--- src/lpf_pkg.sv ---
// Package: register map, field layout and timing constants for the LED PWM frame player
package lpf_pkg;
  // Register byte addresses
  localparam logic [7:0] ADDR_MODE_CFG      = 8'h00;  // Mode field carrier (bits 6:5)
  localparam logic [7:0] ADDR_CHAN_CFG      = 8'h04;  // Shared channel LED/port select
  localparam logic [7:0] ADDR_PORT_DIR      = 8'h05;  // port_direction
  localparam logic [7:0] ADDR_PORT_OUT      = 8'h06;  // port_output_level
  localparam logic [7:0] ADDR_IRQ_MASK      = 8'h07;  // port_change_irq_mask
  localparam logic [7:0] ADDR_INPUT_STATE   = 8'h08;  // port_input_state
  localparam logic [7:0] ADDR_SAMPLE_DIV    = 8'h09;  // audio_sample_divisor
  localparam logic [7:0] ADDR_DUTY_FIRST    = 8'h10;  // channel_duty_array, channel 16
  localparam logic [7:0] ADDR_DUTY_LAST     = 8'h1f;  // channel_duty_array, channel 1
  localparam logic [7:0] ADDR_FRAME_FIRST   = 8'h20;  // frame_store_array start
  localparam logic [7:0] ADDR_FRAME_LAST    = 8'haf;  // frame_store_array end
  localparam logic [7:0] ADDR_COMMIT        = 8'hb0;  // duty_commit
  localparam logic [7:0] ADDR_FRAME_DELAY   = 8'hb6;  // frame_interval
  localparam logic [7:0] ADDR_FRAME_START   = 8'hb7;  // first_frame_select
  // Field layout
  localparam int MODE_LSB    = 5;
  localparam int SEL_LSB     = 5;   // Delay and start select sit in bits 7:5
  localparam int FRAME_BYTES = 18;  // Two enable bytes then sixteen duty bytes
  localparam int FRAME_COUNT = 8;
  localparam int CHAN_COUNT  = 16;
  localparam logic [7:0] COMMIT_VALUE = 8'h00;
  localparam logic [7:0] RESET_ZERO   = 8'h00;
  localparam logic [7:0] ENABLE_ALL   = 8'hff;
  // Operating modes
  typedef enum logic [1:0] {
    MODE_DIRECT = 2'b00,
    MODE_AUTO   = 2'b01,
    MODE_AUDIO  = 2'b10
  } lpf_mode_type;
  // Timing
  localparam int CLK_HZ         = 20_000_000;
  localparam int SAMPLE_BASE_HZ = 100_000;
  localparam int SAMPLE_TICK_CYCLES = CLK_HZ / SAMPLE_BASE_HZ;  // 100 kHz base tick
  localparam int DELAY_BASE_US  = 4870;  // Shortest frame delay, 4.87 ms
  localparam int DELAY_UNIT_US  = 9500;  // Doubling series from 9.5 ms
  localparam int DELAY_BASE_CYCLES = (CLK_HZ / 1000) * DELAY_BASE_US / 1000;
  localparam int DELAY_UNIT_CYCLES = (CLK_HZ / 1000) * DELAY_UNIT_US / 1000;
endpackage

--- src/lpf_player.sv ---
// LED PWM engine with frame store, frame player, audio frame selector and shared port
`timescale 1ns/1ns

////////////////////////////////////////////////////////////////////////////////
// Summary of operation
// - Channel config bit picks LED or port
// - Direction bit zero output, one input
// - Output level bit drives pin low/high
// - Interrupt enable bit is active low
// - Input pins captured into state register
// - Enabled input change pulls interrupt low
// - Reading state register releases interrupt
// - Audio sampled at 100kHz over divisor
// - Sixteen eight-bit duty registers, 256 steps
// - Duty addresses descend from channel sixteen
// - Duty writes shadowed until zero commit
// - Eight frames of eighteen bytes each
// - Frame delay selected by bits 7:5
// - Start frame selected by bits 7:5
// - Frames ascend to eight then wrap
// - Mode 00 drives from duty registers
// - Mode 01 plays stored frames automatically
// - Mode 10 frame follows audio level
module lpf_player #(
  parameter int DELAY_BASE = lpf_pkg::DELAY_BASE_CYCLES,  // 4.87 ms in cycles
  parameter int DELAY_UNIT = lpf_pkg::DELAY_UNIT_CYCLES   // 9.5 ms in cycles
) (
  input  wire logic        clk,
  input  wire logic        srst,
  input  wire logic        wr_en,          // Register write strobe
  input  wire logic        rd_en,          // Register read strobe
  input  wire logic [7:0]  addr,           // Register address
  input  wire logic [7:0]  wdata,          // Write data
  output logic      [7:0]  rdata,          // Read data, valid cycle after rd_en
  input  wire logic [7:0]  audio_level,    // Audio converter result
  input  wire logic [7:0]  shared_in,      // Shared pin input levels, channel 9 in bit 0
  output logic [7:0]       shared_out,     // Shared pin port output level
  output logic [7:0]       shared_oe,      // Shared pin port output enable
  output logic [15:0]      led_on,         // LED sink enables, channel 1 in bit 0
  output logic [1:0]       mode_out,       // Current operating mode
  output logic             irq_out_n       // Interrupt, active low
);

  //////////////////////////////////////////////////////////////////////////////
  // Register storage
  logic [1:0]  mode;                  // Operating mode
  logic [7:0]  chan_cfg;              // One per shared channel: port use
  logic [7:0]  port_direction;        // One: input
  logic [7:0]  port_output_level;
  logic [7:0]  port_change_irq_mask;  // Zero enables change detect
  logic [7:0]  port_input_state;
  logic [7:0]  sample_rate_divisor;
  logic [2:0]  frame_delay_select;
  logic [2:0]  frame_start_select;
  logic [7:0]  shadow_duty [16];      // Index 0 is channel 1
  logic [7:0]  active_duty [16];
  logic [7:0]  frame_store [144];     // Eight 18-byte frames, no reset
  logic [2:0]  cur_frame;             // Frame shown in frame modes

  // Channel index for a duty address: lowest address is channel sixteen
  function automatic logic [3:0] duty_chan(input logic [7:0] a);
    logic [7:0] off;
    off = a - lpf_pkg::ADDR_DUTY_FIRST;
    return 4'(4'hf - off[3:0]);
  endfunction

  // Frame store byte index for a frame, byte within frame
  function automatic logic [7:0] fs_index(input logic [2:0] f, input logic [4:0] b);
    return 8'(f * lpf_pkg::FRAME_BYTES + b);
  endfunction

  //////////////////////////////////////////////////////////////////////////////
  // Configuration register writes
  always_ff @(posedge clk) begin
    if (srst) begin
      mode                 <= 2'h0;
      chan_cfg             <= lpf_pkg::RESET_ZERO;
      port_direction       <= lpf_pkg::RESET_ZERO;
      port_output_level    <= lpf_pkg::RESET_ZERO;
      port_change_irq_mask <= lpf_pkg::RESET_ZERO;
      sample_rate_divisor  <= lpf_pkg::RESET_ZERO;
      frame_delay_select   <= 3'h0;
      frame_start_select   <= 3'h0;
    end else if (wr_en) begin
      if (addr == lpf_pkg::ADDR_MODE_CFG) begin
        mode <= wdata[lpf_pkg::MODE_LSB +: 2];
      end else if (addr == lpf_pkg::ADDR_CHAN_CFG) begin
        chan_cfg <= wdata;
      end else if (addr == lpf_pkg::ADDR_PORT_DIR) begin
        port_direction <= wdata;
      end else if (addr == lpf_pkg::ADDR_PORT_OUT) begin
        port_output_level <= wdata;
      end else if (addr == lpf_pkg::ADDR_IRQ_MASK) begin
        port_change_irq_mask <= wdata;
      end else if (addr == lpf_pkg::ADDR_SAMPLE_DIV) begin
        sample_rate_divisor <= wdata;
      end else if (addr == lpf_pkg::ADDR_FRAME_DELAY) begin
        frame_delay_select <= wdata[lpf_pkg::SEL_LSB +: 3];
      end else if (addr == lpf_pkg::ADDR_FRAME_START) begin
        frame_start_select <= wdata[lpf_pkg::SEL_LSB +: 3];
      end
    end
  end

  //////////////////////////////////////////////////////////////////////////////
  // Duty shadow and commit: writes land in shadow, zero commit copies all
  always_ff @(posedge clk) begin
    if (srst) begin
      for (int i = 0; i < lpf_pkg::CHAN_COUNT; i++) begin
        shadow_duty[i] <= lpf_pkg::RESET_ZERO;
        active_duty[i] <= lpf_pkg::RESET_ZERO;
      end
    end else begin
      if (wr_en && addr >= lpf_pkg::ADDR_DUTY_FIRST && addr <= lpf_pkg::ADDR_DUTY_LAST) begin
        shadow_duty[duty_chan(addr)] <= wdata;
      end
      // Non-zero commit values are ignored
      if (wr_en && addr == lpf_pkg::ADDR_COMMIT && wdata == lpf_pkg::COMMIT_VALUE) begin
        for (int i = 0; i < lpf_pkg::CHAN_COUNT; i++) begin
          active_duty[i] <= shadow_duty[i];
        end
      end
    end
  end

  // Frame store writes; contents undefined until software fills them
  always_ff @(posedge clk) begin
    if (wr_en && addr >= lpf_pkg::ADDR_FRAME_FIRST && addr <= lpf_pkg::ADDR_FRAME_LAST) begin
      frame_store[8'(addr - lpf_pkg::ADDR_FRAME_FIRST)] <= wdata;
    end
  end

  //////////////////////////////////////////////////////////////////////////////
  // Shared port: capture inputs and detect change on enabled inputs
  logic [7:0] watch;  // Pins in port use, input, with detection enabled
  logic       changed;
  assign watch   = chan_cfg & port_direction & ~port_change_irq_mask;
  assign changed = |((shared_in ^ port_input_state) & watch);

  always_ff @(posedge clk) begin
    if (srst) begin
      port_input_state <= lpf_pkg::RESET_ZERO;
    end else begin
      // Only input pins follow; other bits hold their last value
      for (int i = 0; i < 8; i++) begin
        if (chan_cfg[i] && port_direction[i]) begin
          port_input_state[i] <= shared_in[i];
        end
      end
    end
  end

  // Interrupt: a change in the same cycle as a read keeps it asserted
  always_ff @(posedge clk) begin
    if (srst) begin
      irq_out_n <= 1'b1;
    end else if (changed) begin
      irq_out_n <= 1'b0;
    end else if (rd_en && addr == lpf_pkg::ADDR_INPUT_STATE) begin
      irq_out_n <= 1'b1;
    end
  end

  // Pin drive: only port-use outputs are enabled
  always_ff @(posedge clk) begin
    if (srst) begin
      shared_out <= lpf_pkg::RESET_ZERO;
      shared_oe  <= lpf_pkg::RESET_ZERO;
    end else begin
      shared_out <= port_output_level;
      shared_oe  <= chan_cfg & ~port_direction;
    end
  end

  // Register read: only the state register reads back, others read zero
  always_ff @(posedge clk) begin
    if (srst) begin
      rdata <= lpf_pkg::RESET_ZERO;
    end else if (rd_en) begin
      if (addr == lpf_pkg::ADDR_INPUT_STATE) begin
        rdata <= port_input_state;
      end else begin
        rdata <= lpf_pkg::RESET_ZERO;
      end
    end
  end

  //////////////////////////////////////////////////////////////////////////////
  // Audio sampler: 100 kHz base tick divided by the divisor
  logic [$clog2(lpf_pkg::SAMPLE_TICK_CYCLES)-1:0] base_cnt;
  logic [7:0] div_cnt;
  logic       sample_now;  // One-cycle sample enable
  always_ff @(posedge clk) begin
    if (srst) begin
      base_cnt   <= '0;
      div_cnt    <= 8'h00;
      sample_now <= 1'b0;
    end else begin
      sample_now <= 1'b0;
      if (base_cnt == ($bits(base_cnt))'(lpf_pkg::SAMPLE_TICK_CYCLES - 1)) begin
        base_cnt <= '0;
        if (sample_rate_divisor == 8'h00) begin
          div_cnt <= 8'h00;  // sampling halted
        end else if (div_cnt >= sample_rate_divisor - 8'h01) begin
          div_cnt    <= 8'h00;
          sample_now <= 1'b1;
        end else begin
          div_cnt <= div_cnt + 8'h01;
        end
      end else begin
        base_cnt <= base_cnt + 1'b1;
      end
    end
  end

  //////////////////////////////////////////////////////////////////////////////
  // Frame delay timer and frame sequencing
  logic [31:0] delay_cnt;
  logic [31:0] delay_len;
  logic [1:0]  prev_mode;
  always_comb begin
    // 4.87 ms for code 0, otherwise 9.5 ms doubled per step
    if (frame_delay_select == 3'h0) begin
      delay_len = 32'(DELAY_BASE);
    end else begin
      delay_len = 32'(DELAY_UNIT) << (frame_delay_select - 3'h1);
    end
  end

  always_ff @(posedge clk) begin
    if (srst) begin
      cur_frame <= 3'h0;
      delay_cnt <= 32'h0;
      prev_mode <= 2'h0;
    end else begin
      prev_mode <= mode;
      if (mode == lpf_pkg::MODE_AUTO) begin
        if (prev_mode != lpf_pkg::MODE_AUTO) begin
          cur_frame <= frame_start_select;
          delay_cnt <= 32'h0;
        end else if (delay_cnt >= delay_len - 32'h1) begin
          delay_cnt <= 32'h0;
          cur_frame <= cur_frame + 3'h1;  // wraps from eight to one
        end else begin
          delay_cnt <= delay_cnt + 32'h1;
        end
      end else if (mode == lpf_pkg::MODE_AUDIO && sample_now) begin
        cur_frame <= audio_level[7:5];
      end
    end
  end

  //////////////////////////////////////////////////////////////////////////////
  // PWM: common 256-slot period, output on while slot below duty
  logic [7:0] slot;
  always_ff @(posedge clk) begin
    if (srst) begin
      slot <= 8'h00;
    end else begin
      slot <= slot + 8'h01;
    end
  end

  // Frame byte lookup: enables at bytes 0..1, duty for channel 16 first at byte 2
  always_ff @(posedge clk) begin
    if (srst) begin
      led_on   <= 16'h0000;
      mode_out <= 2'h0;
    end else begin
      mode_out <= mode;
      for (int c = 0; c < lpf_pkg::CHAN_COUNT; c++) begin
        if (c >= 8 && chan_cfg[c % 8]) begin
          led_on[c] <= 1'b0;  // pin in port use
        end else if (mode == lpf_pkg::MODE_DIRECT) begin
          led_on[c] <= slot < active_duty[c];
        end else begin
          led_on[c] <= frame_store[fs_index(cur_frame, (c < 8) ? 5'd1 : 5'd0)][c % 8]
                       && (slot < frame_store[fs_index(cur_frame, 5'(lpf_pkg::FRAME_BYTES - 1 - c))]);
        end
      end
    end
  end

  //////////////////////////////////////////////////////////////////////////////
  // Checks
  property p_irq_set;
    @(posedge clk) disable iff (srst) changed |=> !irq_out_n;
  endproperty
  a_irq_set: assert property (p_irq_set) else $error("interrupt not raised on change");

  property p_irq_hold;
    @(posedge clk) disable iff (srst)
      (!irq_out_n && !(rd_en && addr == lpf_pkg::ADDR_INPUT_STATE)) |=> !irq_out_n;
  endproperty
  a_irq_hold: assert property (p_irq_hold) else $error("interrupt released without read");

  property p_irq_release;
    @(posedge clk) disable iff (srst)
      (rd_en && addr == lpf_pkg::ADDR_INPUT_STATE && !changed) |=> irq_out_n;
  endproperty
  a_irq_release: assert property (p_irq_release) else $error("interrupt not released by read");

  property p_oe;
    @(posedge clk) disable iff (srst) 1'b1 |=> shared_oe == $past(chan_cfg & ~port_direction);
  endproperty
  a_oe: assert property (p_oe) else $error("pin enable wrong");

  property p_out;
    @(posedge clk) disable iff (srst) 1'b1 |=> shared_out == $past(port_output_level);
  endproperty
  a_out: assert property (p_out) else $error("pin level wrong");

  property p_commit;
    @(posedge clk) disable iff (srst)
      (wr_en && addr == lpf_pkg::ADDR_COMMIT && wdata != lpf_pkg::COMMIT_VALUE) |=> $stable(active_duty[0]);
  endproperty
  a_commit: assert property (p_commit) else $error("duty changed without zero commit");

  property p_div_zero;
    @(posedge clk) disable iff (srst) (sample_rate_divisor == 8'h00) |=> !sample_now;
  endproperty
  a_div_zero: assert property (p_div_zero) else $error("sampling with zero divisor");

  property p_slot;
    @(posedge clk) disable iff (srst) 1'b1 |=> slot == 8'($past(slot) + 8'h01);
  endproperty
  a_slot: assert property (p_slot) else $error("period counter stalled");

  property p_auto_start;
    @(posedge clk) disable iff (srst)
      (mode == lpf_pkg::MODE_AUTO && prev_mode != lpf_pkg::MODE_AUTO) |=> cur_frame == $past(frame_start_select);
  endproperty
  a_auto_start: assert property (p_auto_start) else $error("wrong start frame");

  c_irq:    cover property (@(posedge clk) disable iff (srst) $fell(irq_out_n));
  c_commit: cover property (@(posedge clk) disable iff (srst) wr_en && addr == lpf_pkg::ADDR_COMMIT);
  c_wrap:   cover property (@(posedge clk) disable iff (srst) cur_frame == 3'h7 ##1 cur_frame == 3'h0);
  c_sample: cover property (@(posedge clk) disable iff (srst) sample_now);

endmodule

--- config.mk ---
export PLATFORM = sky130hd
export DESIGN_NAME = lpf_player
export DESIGN_NICKNAME = d
export VERILOG_FILES = /design/src/lpf_pkg.sv /design/src/lpf_player.sv
export SDC_FILE = /design/constraint.sdc
export NUM_CORES = 2
export LEC_CHECK = 0
export BUFFER_PORTS_ARGS = -buffer_cell sky130_fd_sc_hd__buf_2
export CAP_MARGIN = 20
export CORE_MARGIN = 2
export CORE_UTILIZATION = 30
export DETAILED_ROUTE_END_ITERATION = 10
export SKIP_LAST_GASP = 1
export SYNTH_ARGS = -nofsm -noshare
export SYNTH_HDL_FRONTEND = slang
export SYNTH_SLANG_ARGS = --single-unit
--- constraint.sdc ---
create_clock -name clk -period 7.1 [get_ports clk]
set_input_delay 0.355 -clock clk [delete_from_list [all_inputs] [get_ports clk]]
set_output_delay 0.355 -clock clk [all_outputs]
set_load 0.02 [all_outputs]
* After elaboration in Yosys (flattened, before gate mapping) *
Memories as Yosys holds them, arrays and structs flattened.
Cells that the tools add are included.

word-level totals
  flip-flop bits (word level) = 159
  RAM bits = 1408
  memories kept = 3

memory list
  memory       depth  bits a word  rd ports  clocked after Yosys merged registers in  write ports  line              RTL
  frame_store  144    8            18        0                                        1            lpf_player.sv:57  logic [7:0] frame_store [144];
  active_duty  16     8            16        0                                        16           lpf_player.sv:56  logic [7:0] active_duty [16];
  shadow_duty  16     8            16        0                                        16           lpf_player.sv:55  logic [7:0] shadow_duty [16];

operators by class
  add/sub/neg operators = 28
  multipliers = 1
  order comparisons = 38
  eq/ne operators = 14
  shifts and indexed selects = 1
  mux-type cells = 58
  bitwise operators = 31
  reductions and logical operators = 60

operator list
  operator                                                              count
  8-bit < comparator                                                    32
  8-bit 2-to-1 mux                                                      20
  32-bit 2-to-1 mux                                                     3
  8-bit by 4-bit adder with 8-bit output, second input constant         8
  32-bit by 1-bit adder with 32-bit output, second input constant       1
  8-bit by 1-bit adder with 8-bit output, second input constant         4
  8-bit by 3-bit adder with 8-bit output, second input constant         4
  8-bit bitwise AND                                                     4
  8-bit by 3-bit == test with 1-bit output, second input constant       4
  8-bit == test, second input constant                                  4
  32-bit greater-or-equal comparator                                    1
  1-bit logical AND                                                     32
  18-bit by 3-bit left shift with 32-bit output, first input constant   1
  32-bit by 1-bit subtractor with 32-bit output, second input constant  1
  1-bit 2-to-1 mux                                                      30
  8-bit logical NOT                                                     3
  2-bit OR reduction                                                    9
  8-bit by 2-bit adder with 8-bit output, second input constant         2
  8-bit by 5-bit adder with 8-bit output, second input constant         2
  8-bit by 4-bit == test with 1-bit output, second input constant       2
  8-bit NOT                                                             2
  1-bit bitwise OR                                                      16
  8-bit OR reduction                                                    2
  3-bit 2-to-1 mux                                                      4
  other kinds (31)                                                      40

* Logic depth before layout (Yosys ltp) *
  depth after elaboration = 8
  mapped depth = 27

* Least setup slack after synthesis *
No wires, ideal clock.

  path kind = reg-to-reg
  from = register cur_frame[0]
  to = register led_on[1]
  data arrival time = 5.252 ns
  data required time = 7.029 ns
  path slack = 1.778 ns
  cell stages (with the launch flop) = 25
  path buffers = 11
  clock period less this slack = 5.322 ns
  path through = dfxtp_1 > buf_6 > clkbuf_4 > buf_6 > inv_2 > buf_2 > buf_1 > buf_1 > ha_1 > buf_4 > buf_4 > buf_4 > clkinv_1 > buf_2 > clkbuf_1 > a21oi_1 > a211o_1 > a311oi_1 > a21oi_1 > ha_1 > or4_1 > a2111oi_0 > o31a_1 > o21ai_1 > a21oi_1

on the way
  cells in the longest elaborated chain, start to end = 6
  elaborated cells on any way between the ends = 7

RTL lines
  element                                          line               RTL
  start: declaration                               lpf_player.sv:58   logic [2:0] cur_frame;
  start signal: assignment                         lpf_player.sv:239  cur_frame <= frame_start_select;
  start signal: assignment                         lpf_player.sv:243  cur_frame <= cur_frame + 3'h1;
  start signal: assignment                         lpf_player.sv:248  cur_frame <= audio_level[7:5];
  3-bit by 4-bit multiplier with 7-bit output (*)  lpf_player.sv:69   return 8'(f * lpf_pkg::FRAME_BYTES + b);
  8-bit by 5-bit adder with 8-bit output           lpf_player.sv:69
  memory 144 x 8 bit (*)                           --
  8-bit < comparator                               lpf_player.sv:278  && (slot < frame_store[fs_index(cur_frame, 5'(lpf_pkg::FRAME_BYTES - 1 - c))]);
  1-bit logical AND (*)                            lpf_player.sv:278
  1-bit 2-to-1 mux (*)                             lpf_player.sv:274  end else if (mode == lpf_pkg::MODE_DIRECT) begin
  end signal: indexed assignment                   lpf_player.sv:275  led_on[c] <= slot < active_duty[c];
  end signal: indexed assignment                   lpf_player.sv:277  led_on[c] <= frame_store[fs_index(cur_frame, (c < 8) ? 5'd1 : 5'd0)][c % 8]
  end: declaration                                 lpf_player.sv:39   output logic [15:0] led_on,

Every way passes the cells marked *; elsewhere a longest branch is shown, timed or not.
A chain may end at the register's enable or synchronous reset.

* Worst setup path after layout *
  from = register cur_frame[1]
  to = register led_on[5]

on the way
  cells in the longest elaborated chain, start to end = 6
  elaborated cells on any way between the ends = 7

RTL lines
  element                                          line
  3-bit by 4-bit multiplier with 7-bit output (*)  lpf_player.sv:69
  8-bit by 4-bit adder with 8-bit output           lpf_player.sv:69
  memory 144 x 8 bit (*)                           --
  8-bit < comparator                               lpf_player.sv:278
  1-bit logical AND (*)                            lpf_player.sv:278
  1-bit 2-to-1 mux (*)                             lpf_player.sv:274

Marked as above.

==> PnR_summary.wiki <==
{| class="wikitable"
! Metric !! Value
|-
| CTS sink count || about 1600
|-
| Clock transition at the register clock pins on the worst setup and hold paths after CTS || around 0.06 ns
|-
| Critical setup path kind || reg -> reg
|-
| Post-detailed-placement half-perimeter wirelength || approximately 310 mm
|-
| Routed vias || approximately 80000
|-
| Number of non-filler instances in the completed layout || between 10000 and 15000
|-
| Register area share after synthesis || a little over two fifths
|-
| Area of the multi-input gates || roughly 59000 um2
|-
| Max-slew violation total from the final report || 0
|-
| Register-to-register setup slack || about 1 ns
|-
| Setup WS pre-CTS || 1.34 ns
|-
| Startpoint of the worst setup timing path || cur_frame[1]$_SDFFE_PP0P_
|-
| Total instance count after detailed placement || 11900
|-
| Die Y || 604 um
|-
| VDD IR max || approximately 0.18 mV
|-
| Number of nets still failing antenna checks after routing || 0
|-
| Pwr dens || around 170 nW/um2
|-
| Insertion delay of the later-clocked pin in the worst-skew pair || ~0.94 ns
|-
| YS warnings || 0
|-
| Most frequent standard cell in the layout excluding fill and tap cells || mux4_2
|-
| Crit path max-delay cell type || nor2_1
|-
| Quantity of hold-fixing buffers added after cts || 20
|-
| # resized after CTS || 0
|-
| Global-route wire length before repair || around 600 mm
|-
| Cell accounting for the most synthesized area || edfxtp_1
|-
| Share of Yosys cell area claimed by the top area cell type || about two fifths
|-
| Count of unique library cells instantiated by Yosys || between 80 and 90
|-
| Post-synthesis instance area || approximately 110000 um2
|-
| CP Cell Sequence || inv_2 -> buf_4 -> ha_2 -> buf_4 -> nand2b_1 -> xnor2_1 -> buf_4 -> nor2_1 -> buf_4 -> a32oi_1 -> nand2_1 -> ha_1 -> nand4_1 -> nor3_1 -> nand4_1 -> a22o_1
|-
| Final worst path period need || a little over 6 ns
|-
| Initial core utilization || 30.1%
|-
| Slew margin rel. || under 10%
|-
| Startpoint types || flop
|-
| Synthesis-to-finish area growth || 11.9%
|-
| Element type at the critical path end || flop
|-
| Number of H-tree levels || 4
|-
| CP arrival || 6.85 ns
|-
| Fraction of registers with async set/reset || 0%
|-
| Buffers inserted during post-CTS setup optimization || 0
|-
| Via count of the first global-routing pass || about 75000
|-
| R2r worst-path depth || 16
|-
| CTS Root Cell || clkbuf_16
|-
| Core outline area || about 360000 um2
|-
| Remaining routing DRC violations || 0
|-
| Final design instance area without fill || approximately 120000 um2
|-
| Maximum clock frequency || between 150 and 200 MHz
|-
| Port buffer count || 73
|-
| TritonCTS clock tree || done
|-
| Fraction of the cycle the final worst path needs || between 80 and 90%
|-
| Final number of setup-violating endpoints || 0
|-
| Launch instance of the worst register-to-register path || cur_frame[1]$_SDFFE_PP0P_
|-
| Total wire length after detailed routing || about 450 mm
|-
| Largest cells by area after synthesis || edfxtp_1 39%, mux4_2 35%, ha_1 3.2%
|-
| Critical path peak fanout || 25
|-
| FF/Latch Area || ~45000 um2
|-
| Synth Flop Type || edfxtp_1
|-
| Global-route congestion overflow total || 0
|-
| Placed Area || 114000 um2
|-
| Share of layout cells above drive strength 1 || approximately 34%
|-
| Number of search-and-repair iterations in the first detailed-routing pass || 8
|-
| Largest clock skew in the final design || ~0.12 ns
|-
| Setup TNS || 0 ns
|-
| Critical path's most frequent cell || buf_4
|-
| Beginning of the worst hold path || audio_level[6]
|-
| Initial DRC count || between 10000 and 15000
|-
| Worst Max-Slew Pin Slew || around 1.4 ns
|-
| Mean post-synth cell area || 14.7 um2
|-
| Die X-Extent || approximately 600 um
|-
| Unrepaired setup endpoints after global routing || no
|-
| Total of max-cap violations || 0
|-
| Drt wl/cell || between 30 and 40 um
|-
| Drt via density || 6.50
|-
| Worst reg2reg path endpoint || led_on[5]$_SDFF_PP0_
|-
| Number of nets in the finished design || 7638
|-
| Most frequent cells in the layout || 1664 x mux4_2, 1408 x edfxtp_1, 678 x nand2_1
|-
| Largest net degree at the start of global routing || 116
|-
| Die Footprint || roughly 360000 um2
|-
| Min-delay worst type || in -> reg
|-
| Floorplan row count || 220
|-
| Min setup slack post-route || approximately 1 ns
|-
| Antenna violations before repair || 28
|-
| Status || finished, final reports clean
|-
| Required time of the critical path || between 7 and 8 ns
|-
| Post-synth EDFFs || between 1000 and 1500
|-
| Worst hold stages || 4
|-
| Critical path's largest stage delay || between 0.8 and 0.9 ns
|-
| Filler Cells Inserted || about 34000
|-
| Number of instances in the synthesized netlist || around 7300
|-
| All-Layer GR Usage || 23.9%
|-
| Pleak || ~39 nW
|-
| Count of endpoints failing hold in the final timing report || 0
|-
| Capture endpoint of the worst hold path || cur_frame[1]$_SDFFE_PP0P_
|-
| Total of flip-flops plus latches after synthesis || 1567
|-
| Deepest clock path buffer count || 4
|-
| Cell type group with the largest total delay on the critical path || simple AND/OR/NAND/NOR gates
|-
| Final weighted congestion in routability-driven placement || about 1.1
|-
| Worst path buffer plus inverter count || 5
|-
| Number of buffers created by CTS || roughly 180
|-
| Count of boundary I/O pins || 79
|-
| Hold_ws || between 0.03 and 0.04 ns
|}
==> where the power goes <==
part           switching [mW]  internal (mW)
sequential             0.0503           10.1
clock                    4.10           5.34
combinational           0.476          0.191
==> routing by layer <==
layer / up-vias / routed length [um] / global-route usage [%]
met4: 8 / 35400 / 15.6
met3: 1296 / 60700 / 7.79
met2: 6683 / 197000 / 36.0
met1: 41300 / 154000 / 29.5
met5: - / 53 / 0
li1: 30300 / - / -
==> sequential cells by signal, indices dropped and copies added, names as in the netlist, 3 cells and up <==
signal	cells
frame_store	1152
active_duty	128
shadow_duty	128
delay_cnt	32
led_on	16
base_cnt	8
chan_cfg	8
div_cnt	8
port_change_irq_mask	8
port_direction	8
port_input_state	8
port_output_level	8
rdata	8
sample_rate_divisor	8
shared_oe	8
shared_out	8
slot	8
cur_frame	3
frame_delay_select	3
frame_start_select	3
==> per-stage QoR <==
stage	utilization, %	power [mW]
after floorplan	-	10.7
after global placement	31.9	11.0
after detailed placement	31.9	11.0
after CTS	33.6	20.3
after global routing	33.7	20.7
final	33.7	20.3
==> worst register-to-register path, cell delays in order, from the launching register on <==
cell and delay [ns]:
dfxtp_4 0.46, inv_2 0.15, buf_4 0.70, ha_2 0.45, buf_4 0.41, nand2b_1 0.24, xnor2_1 0.08, buf_4 0.21
nor2_1 0.88, buf_4 0.38, a32oi_1 0.20, nand2_1 0.11, ha_1 0.15, nand4_1 0.18, nor3_1 0.47, nand4_1 0.50
a22o_1 0.41
==> kinds of logic after synthesis <==
group / share of synthesized area [%]
compound gates: 4.25
xor+xnor: 0.501
fa+ha+maj: 3.25
buf+inv: 3.59
flops: 42.1
mux: 37.8
other cells: 0.00348
simple gates: 8.44
==> synth_stat cells, types with 14 or more instances <==
cell and count:
inv_1 147, a21o_1 28, a21oi_1 179, a31oi_1 18
and3_1 93, and2_1 146, xnor2_1 33, o21ai_0 145
o21ai_1 32, dfxtp_1 159, o2111ai_1 14, nor4_1 20
ha_1 280, nand4_1 47, nor2b_1 122, nand2b_1 30
a211oi_1 65, o211ai_1 20, xor2_1 25, edfxtp_1 1408
buf_1 42, clkbuf_1 229, a32oi_1 46, a22oi_1 19
nand2_1 679, mux2i_1 299, mux4_2 1664, buf_6 43
nor3_1 58, nor2_1 411, mux2_2 30, buf_2 236
nand3_1 295, a221oi_1 23, buf_4 77
==> worst max path at each step <==
stage,cells after the start,endpoint
2_1_floorplan,24,led_on[1]$_SDFF_PP0_
3_3_place_gp,16,led_on[3]$_SDFF_PP0_
3_5_place_dp,16,led_on[3]$_SDFF_PP0_
4_1_cts,16,led_on[3]$_SDFF_PP0_
5_1_grt,15,led_on[7]$_SDFF_PP0_
6_report,16,led_on[5]$_SDFF_PP0_
==> area by class of cell <==
type / instances / share of cell area [%]
multi-input combinational: 4989 / 49.0
sequential: 1567 / 37.7
tap: 4773 / 4.95
clock buffer: 223 / 4.01
timing repair buffer: 430 / 3.09
clock inverter: 100 / 0.783
inverter: 153 / 0.480
antenna: 23 / 0.0477
(Power assumes the default switching activity.)
